$ cat src/scs_pkg.sv
// Constants, field layout and state codes of the serial controller timing block
// ============================================================
package scs_pkg;

  // ============================================================
  // Clock
  localparam int CORE_CLK_NS = 10;
  localparam int MIN_SCLK_NS = 25;
  localparam int MIN_SCLK_CYC = (MIN_SCLK_NS + CORE_CLK_NS - 1) / CORE_CLK_NS;

  // ============================================================
  // Register fields
  localparam int CTRL_SEL_BIT = 0;
  localparam int FMT_PHASE_BIT = 16;
  localparam int FMT_POL_BIT = 17;
  localparam int FMT_PS_LSB = 8;
  localparam int FMT_PS_MSB = 15;
  localparam int FMT_LEN_LSB = 0;
  localparam int FMT_LEN_MSB = 4;
  localparam int DLY_C2T_LSB = 24;
  localparam int DLY_C2T_MSB = 31;
  localparam int DLY_T2C_LSB = 16;
  localparam int DLY_T2C_MSB = 23;

  // ============================================================
  // Word and timing figures
  localparam int WORD_W = 16;
  localparam logic [4:0] LEN_MIN = 5'h02;
  localparam logic [4:0] LEN_MAX = 5'h10;
  localparam logic [9:0] SETUP_ADD = 10'h002;
  localparam logic [9:0] SETUP_ADD_HOLD = 10'h003;
  localparam logic [9:0] DESEL_ADD = 10'h001;
  localparam logic [8:0] PS0_PERIOD = 9'h002;
  localparam int FIFO_W = WORD_W + 1;
  localparam int FIFO_D = 16;

  // ============================================================
  // Sequencer states
  typedef enum logic [4:0] {
    ST_IDLE = 5'h01,
    ST_SETUP = 5'h02,
    ST_SHIFT = 5'h04,
    ST_HOLD = 5'h08,
    ST_KEEP = 5'h10
  } scs_state_e;

endpackage : scs_pkg

$ cat src/scs_fifo.sv
// Word FIFO with registered read port for the transmit path
`timescale 1ns/1ps
module scs_fifo
  import scs_pkg::*;
#(
  parameter int W = FIFO_W,
  parameter int D = FIFO_D
) (
  // Clock and reset
  input wire logic core_clk,
  input wire logic rst_n,
  // Fill side
  input wire logic in_valid,
  output logic in_ready,
  input wire logic [W-1:0] in_data,
  // Drain side
  output logic out_valid,
  input wire logic out_ready,
  output logic [W-1:0] out_data
);
  localparam int AW = $clog2(D);
  localparam int CW = AW + 1;

  typedef struct packed {
    logic [D-1:0][W-1:0] mem;
    logic [AW-1:0] wr;
    logic [AW-1:0] rd;
    logic [CW-1:0] count;
    logic [W-1:0] dout;
    logic dv;
    logic rdy;
  } scs_fifo_s;

  scs_fifo_s q_reg;
  scs_fifo_s q_next;
  logic push;
  logic take;
  logic pull;

  // ============================================================
  // Next state
  always_comb begin
    q_next = q_reg;
    push = in_valid && q_reg.rdy;
    take = q_reg.dv && out_ready;
    // Output register refills from memory when empty or being drained
    pull = (q_reg.count != '0) && (!q_reg.dv || take);
    if (push) begin
      q_next.mem[q_reg.wr] = in_data;
      q_next.wr = q_reg.wr + AW'(1);
    end
    if (pull) begin
      q_next.dout = q_reg.mem[q_reg.rd];
      q_next.rd = q_reg.rd + AW'(1);
      q_next.dv = 1'b1;
    end else if (take) begin
      q_next.dv = 1'b0;
    end
    q_next.count = q_reg.count + CW'(push) - CW'(pull);
    q_next.rdy = (q_next.count != CW'(D));
  end

  always_ff @(posedge core_clk) begin
    if (!rst_n) begin
      q_reg <= '0;
      q_reg.rdy <= 1'b1;
    end else begin
      q_reg <= q_next;
    end
  end

  assign in_ready = q_reg.rdy;
  assign out_valid = q_reg.dv;
  assign out_data = q_reg.dout;

endmodule : scs_fifo

$ cat src/scs_ctrl.sv
// Serial bus controller: clock prescaler, phase-0 shifting and select delays
`timescale 1ns/1ps
module scs_ctrl
  import scs_pkg::*;
(
  // Clock and reset
  input wire logic core_clk,
  input wire logic rst_n,
  // Configuration
  input wire logic [31:0] global_control_register,
  input wire logic [31:0] word_format_register,
  input wire logic [31:0] delay_config_register,
  // Transmit words
  input wire logic tx_valid,
  output logic tx_ready,
  input wire logic [WORD_W-1:0] tx_data,
  input wire logic select_hold_flag,
  // Received words
  output logic rx_valid,
  output logic [WORD_W-1:0] rx_data,
  // Serial pins and busy status
  output logic serial_clock_line,
  output logic serial_clock_oe,
  output logic controller_out_line,
  output logic controller_out_oe,
  input wire logic controller_in_line,
  output logic chip_select_n,
  output logic chip_select_oe,
  output logic busy
);

  typedef struct packed {
    scs_state_e st;
    logic [9:0] cnt;
    logic [4:0] bits;
    logic [4:0] len;
    logic [WORD_W-1:0] sh;
    logic hold;
    logic pol;
    logic [7:0] ps;
    logic [7:0] c2t;
    logic [7:0] t2c;
    logic sclk;
    logic cs_n;
    logic mosi;
    logic oe;
    logic [WORD_W-1:0] rx;
    logic rxv;
    logic busy;
  } scs_ctrl_s;

  scs_ctrl_s q_reg;
  scs_ctrl_s q_next;

  // ============================================================
  // Decoding helpers
  function automatic logic [8:0] period_of(input logic [7:0] ps);
    period_of = (ps == 8'h00) ? PS0_PERIOD : (9'(ps) + 9'h001);
  endfunction : period_of

  function automatic logic [8:0] half_hi(input logic [7:0] ps);
    logic [8:0] p;
    p = period_of(ps);
    half_hi = p - (p >> 1);
  endfunction : half_hi

  function automatic logic [8:0] half_lo(input logic [7:0] ps);
    half_lo = period_of(ps) >> 1;
  endfunction : half_lo

  function automatic logic [4:0] len_of(input logic [4:0] f);
    if (f < LEN_MIN) len_of = LEN_MIN;
    else if (f > LEN_MAX) len_of = LEN_MAX;
    else len_of = f;
  endfunction : len_of

  function automatic logic [WORD_W-1:0] mask_of(input logic [4:0] len);
    logic [WORD_W:0] m;
    m = ((WORD_W + 1)'(1) << len) - (WORD_W + 1)'(1);
    mask_of = m[WORD_W-1:0];
  endfunction : mask_of

  // ============================================================
  // FIFO in the transmit path
  logic f_valid;
  logic f_pop;
  logic [FIFO_W-1:0] f_data;

  scs_fifo #(.W(FIFO_W), .D(FIFO_D)) u_fifo (
    .core_clk(core_clk),
    .rst_n(rst_n),
    .in_valid(tx_valid),
    .in_ready(tx_ready),
    .in_data({select_hold_flag, tx_data}),
    .out_valid(f_valid),
    .out_ready(f_pop),
    .out_data(f_data)
  );

  logic ctrl_sel;
  logic pol_in;
  logic [4:0] len_new;
  logic [7:0] c2t_new;
  logic hold_new;

  assign ctrl_sel = global_control_register[CTRL_SEL_BIT];
  assign pol_in = word_format_register[FMT_POL_BIT];
  assign len_new = len_of(word_format_register[FMT_LEN_MSB:FMT_LEN_LSB]);
  assign c2t_new = delay_config_register[DLY_C2T_MSB:DLY_C2T_LSB];
  assign hold_new = f_data[FIFO_W-1];

  // ============================================================
  // Sequencer
  always_comb begin
    q_next = q_reg;
    q_next.rxv = 1'b0;
    q_next.oe = ctrl_sel;
    f_pop = 1'b0;
    case (q_reg.st)
      ST_IDLE: begin
        q_next.sclk = pol_in;
        q_next.cs_n = 1'b1;
        f_pop = ctrl_sel && f_valid;
      end
      ST_SETUP: begin
        if (q_reg.cnt == 10'h000) begin
          q_next.sclk = ~q_reg.pol;
          q_next.sh = {q_reg.sh[WORD_W-2:0], controller_in_line};
          q_next.bits = q_reg.bits + 5'h01;
          q_next.cnt = 10'(half_hi(q_reg.ps)) - 10'h001;
          q_next.st = ST_SHIFT;
        end else begin
          q_next.cnt = q_reg.cnt - 10'h001;
        end
      end
      ST_SHIFT: begin
        if (q_reg.cnt != 10'h000) begin
          q_next.cnt = q_reg.cnt - 10'h001;
        end else if (q_reg.sclk != q_reg.pol) begin
          q_next.sclk = q_reg.pol;
          if (q_reg.bits == q_reg.len) begin
            q_next.rx = q_reg.sh & mask_of(q_reg.len);
            q_next.rxv = 1'b1;
            if (q_reg.hold) begin
              q_next.st = ST_KEEP;
            end else begin
              q_next.cnt = 10'(half_lo(q_reg.ps)) + 10'(q_reg.t2c) + DESEL_ADD - 10'h001;
              q_next.st = ST_HOLD;
            end
          end else begin
            // Next bit leaves on the trailing edge, half a period before capture
            q_next.mosi = q_reg.sh[WORD_W-1];
            q_next.cnt = 10'(half_lo(q_reg.ps)) - 10'h001;
          end
        end else begin
          q_next.sclk = ~q_reg.pol;
          q_next.sh = {q_reg.sh[WORD_W-2:0], controller_in_line};
          q_next.bits = q_reg.bits + 5'h01;
          q_next.cnt = 10'(half_hi(q_reg.ps)) - 10'h001;
        end
      end
      ST_HOLD: begin
        if (q_reg.cnt == 10'h000) begin
          q_next.cs_n = 1'b1;
          q_next.st = ST_IDLE;
        end else begin
          q_next.cnt = q_reg.cnt - 10'h001;
        end
      end
      ST_KEEP: begin
        // Select is held low until the next word or loss of controller role
        if (!ctrl_sel) begin
          q_next.cs_n = 1'b1;
          q_next.st = ST_IDLE;
        end else begin
          f_pop = f_valid;
        end
      end
      default: begin
        q_next.st = ST_IDLE;
        q_next.cs_n = 1'b1;
      end
    endcase
    if (f_pop) begin
      // Each word latches its own format at its start
      q_next.len = len_new;
      q_next.sh = f_data[WORD_W-1:0] << (5'(WORD_W) - len_new);
      q_next.mosi = q_next.sh[WORD_W-1];
      q_next.hold = hold_new;
      q_next.pol = pol_in;
      q_next.sclk = pol_in;
      q_next.ps = word_format_register[FMT_PS_MSB:FMT_PS_LSB];
      q_next.c2t = c2t_new;
      q_next.t2c = delay_config_register[DLY_T2C_MSB:DLY_T2C_LSB];
      q_next.cnt = 10'(c2t_new) + (hold_new ? SETUP_ADD_HOLD : SETUP_ADD) - 10'h001;
      q_next.bits = 5'h00;
      q_next.cs_n = 1'b0;
      q_next.st = ST_SETUP;
    end
    q_next.busy = (q_next.st != ST_IDLE);
  end

  always_ff @(posedge core_clk) begin
    if (!rst_n) begin
      q_reg <= '0;
      q_reg.st <= ST_IDLE;
      q_reg.cs_n <= 1'b1;
    end else begin
      q_reg <= q_next;
    end
  end

  assign serial_clock_line = q_reg.sclk;
  assign serial_clock_oe = q_reg.oe;
  assign controller_out_line = q_reg.mosi;
  assign controller_out_oe = q_reg.oe;
  assign chip_select_n = q_reg.cs_n;
  assign chip_select_oe = q_reg.oe;
  assign rx_valid = q_reg.rxv;
  assign rx_data = q_reg.rx;
  assign busy = q_reg.busy;

  // ============================================================
  // Checks
  logic sclk_d;
  logic [9:0] gap;
  logic [9:0] setup_age;
  logic [9:0] hold_age;

  always_ff @(posedge core_clk) begin
    if (!rst_n) begin
      sclk_d <= 1'b0;
      gap <= 10'h000;
      setup_age <= 10'h000;
      hold_age <= 10'h000;
    end else begin
      sclk_d <= q_reg.sclk;
      gap <= (q_reg.sclk != sclk_d) ? 10'h001 : gap + 10'h001;
      setup_age <= (q_reg.st == ST_SETUP) ? setup_age + 10'h001 : 10'h000;
      hold_age <= (q_reg.st == ST_HOLD) ? hold_age + 10'h001 : 10'h000;
    end
  end
endmodule : scs_ctrl

$ cat config.mk
export PLATFORM = sky130hd
export DESIGN_NAME = scs_ctrl
export DESIGN_NICKNAME = d
export VERILOG_FILES = /design/src/scs_pkg.sv /design/src/scs_fifo.sv /design/src/scs_ctrl.sv
export SDC_FILE = /design/constraint.sdc
export NUM_CORES = 1
export LEC_CHECK = 0
export BUFFER_PORTS_ARGS = -buffer_cell sky130_fd_sc_hd__buf_2
export CORE_MARGIN = 2
export CORE_UTILIZATION = 40
export DETAILED_ROUTE_END_ITERATION = 6
export GPL_TIMING_DRIVEN = 0
export HOLD_SLACK_MARGIN = 0.02
export SLEW_MARGIN = 20
export SYNTH_ARGS = -nofsm -noshare
export SYNTH_HDL_FRONTEND = slang
export SYNTH_HIERARCHICAL = 1
export SYNTH_SLANG_ARGS = --single-unit
$ cat constraint.sdc
create_clock -name core_clk -period 7.95 [get_ports core_clk]
set_clock_uncertainty 0.05 [all_clocks]
set_input_delay 1.9875 -clock core_clk [delete_from_list [all_inputs] [get_ports core_clk]]
set_output_delay 1.9875 -clock core_clk [all_outputs]
set_load 0.05 [all_outputs]
==> impl_metrics.tcl <==
set metrics [dict create \
    status "complete, no violations" \
    powerDensity_mw_per_mm2 254 \
    fin_ws_ns 2.82 \
    rr_worst_depth 16 \
    power_mw 5.79 \
    cts_root_buffer "clkbuf_16" \
    period_share_pct 64.5 \
    largest_reg_flops 285 \
    worstHoldStart "rx_data[4]" \
    portBuffers 59 \
    postCtsHoldBufs 0 \
    synth-edff-count 0 \
    ant_nets 0 \
    ys_warn_count 6 \
    grt_pass1_vias 16500 \
    cts_resized 0 \
    crit_path_max_fanout 10 \
    p_leak_nw 8.08 \
    dp_cells 3063 \
    whs_ns 0.399 \
    place_hpwl_mm 45.9 \
    cts.sinks 385 \
    finalNetCount 2602 \
    routed_wl_mm 59.1 \
    floorplan.initialDensity_pct 40.3 \
    final.setup.tns_ns 0 \
    drive_above_1_share_pct 14.7 \
    ys_seq_area_share_pct 38.3 \
    clk_path_buf_depth 3 \
    final_cells 3146 \
    vias_per_cell 5.35 \
    io_pins 142 \
    critPathCapture "u_fifo/in_ready" \
    grt_overflow 0 \
    cts.reportedPaths.clkPinSlew_ns 0.06 \
    core_area_mm2 0.0500 \
    design_area_mm2 0.0228 \
    r2r_slack_ns 3.43 \
    tightest_slew_ns 0.792 \
    fin_crit_ns 5.13 \
    grt_usage_pct 22.6 \
    maxSlewViolCount 0 \
    reg2reg_to "u_fifo/in_ready" \
    synth_cell_types 74 \
    drc 0 \
    vias 16800 \
    grt_max_degree 15 \
    cts_max_level 2 \
    ys_ff_latch 385 \
    worstReg2RegStart "q_reg[87]" \
    syn-num-nets 2496 \
    slew_headroom_pct 46.8 \
    endpoint_kind "flip-flop" \
    grt_pass1_wl_mm 93.6 \
    gp_congestion 0.922 \
    clock_latency_ns 0.61 \
    holdCritPathClass "flip-flop to flip-flop" \
    hold_viol 0 \
    die_width_um 228 \
    ys_async_sr_fraction_pct 0 \
    cts_buffers 45 \
    fmax_mhz 195 \
    cp_slowest_cell "buf_1" \
    diodes 0 \
    rows 82 \
    drt-wirelength-per-cell_um 18.8 \
    setup.worst_path.class "input port to flip-flop" \
    synthFlopType "dfxtp_1" \
    antenna_found_initial 1 \
    die_area_mm2 0.0522 \
    cp_cell_sequence "buf_2, nand4_1, inv_2, buf_1, nand2b_1, nand2_2, inv_2, ha_1, inv_1, ha_1, fa_1, a21oi_1, o21bai_1, xnor2_1, nand4_1" \
    cpPeakStageDelay_ns 0.53 \
    fin_util_pct 45.7 \
    synth_area_per_cell_um2 8.64 \
    place_area_mm2 0.0213 \
    drv_cap 0 \
    pre_cts_ws_ns 2.21 \
    first_iter_violations 1126 \
    setup_viol 0 \
    rsz0062_at_grt "no" \
    worst_setup_path_start_kind "input port" \
    crit_start "global_control_register[0]" \
    crit_required_ns 8.32 \
    crit_arrival_ns 5.50 \
    syn2layout_area_growth_pct 13.3 \
    drt-pass1-iter-count 7 \
    post_cts_buffers 0 \
    syn_area_mm2 0.0201 \
    peakVddDrop_v 0.000170 \
    die_h_um 228 \
    cts_tree "yes" \
    n_fill_cell 4935 \
    netlist_instances 2332 \
]
power by group:
part | internal, mW | switching (mW) | total [mW]
registers | 2.03 | 0.0840 | 2.12
logic | 0.610 | 0.932 | 1.54
clock network | 1.26 | 0.875 | 2.13
total | 3.90 | 1.89 | 5.79
cells by family after synthesis:
logic type	synth area share, %
and+or+nand+nor	20.4
xor gates and xnor gates	2.57
DFF	38.3
buffers and inverters	6.11
muxes	11.6
adders and majority gates	3.03
AOI/OAI and AO/OA	18.0
worst max-delay path: cells and delay by family:
family,cells,cell delay [ns]
buffers and inverters,5,1.25
and+or+nand+nor,4,1.01
adders and majority gates,3,0.78
AOI/OAI and AO/OA,2,0.26
xor gates and xnor gates,1,0.19
final cells by class:
cell class              instances  area, um2  share of cell area, %
repair buffers                 59        295                   1.29
well taps                     672        841                   3.68
flip-flops and latches        385       7710                   33.8
clock buffers                  63       1260                   5.54
inverters                      39        146                  0.641
clock inverters                20        287                   1.26
multi-input cells            1699      11200                   49.1
plain buffers                 209       1080                   4.75
cells in the mapped netlist, drive strengths merged, types with 7 or more instances:
cell    number  share of area [%]
and3        11               0.34
nor3        22               0.80
o21ai       65                1.6
o211a        7               0.35
mux2i       55                2.7
a21oi       81                2.0
xnor2       33                1.4
inv         39               0.73
o221ai      23                1.0
nor2b       19               0.59
o21bai       8               0.30
a211oi       8               0.30
nand2b      12               0.37
xor2        26                1.1
or3         10               0.31
ha          44                2.7
o211ai       9               0.34
a21boi     276                 10
nor2        72                1.7
nand3b       7               0.28
dfxtp      385                 38
a31oi        9               0.28
nand4        7               0.22
and2        17               0.53
clkbuf      94                1.8
nand2      666                 12
buf        115                3.6
mux4        79                8.8
nand3       73                2.0
placed cells by master (no fill, tap or decap), drive strengths merged, types with 44 or more instances in the layout:
cell    Yosys  layout
clkbuf     94     157
dfxtp     385     385
nor2       72      72
a21oi      81      81
mux2i      55      55
nand2     666     666
a21boi    276     276
ha         44      44
o21ai      65      65
mux4       79      79
nand3      73      73
buf       115     174
metal layers:
metal | wire length (um) | track usage, % | up-vias
met1 | 25900 | 29.1 | 8053
met3 | 3410 | 3.62 | 98
li1 | - | - | 8211
met2 | 28500 | 39.2 | 468
met5 | 13 | 0 | -
met4 | 1300 | 6.07 | 2
worst min path at each step:
stage,cells after the start,slack [ns],end
after floorplan,2,0.38,u_fifo/q_reg[248]
after global placement,2,0.39,u_fifo/q_reg[250]
after detailed placement,2,0.39,u_fifo/q_reg[249]
after CTS,2,0.40,u_fifo/q_reg[249]
after global routing,2,0.42,rx_data[4]
final,2,0.40,rx_data[4]
No activity file was read; power rests on OpenSTA's default activity.
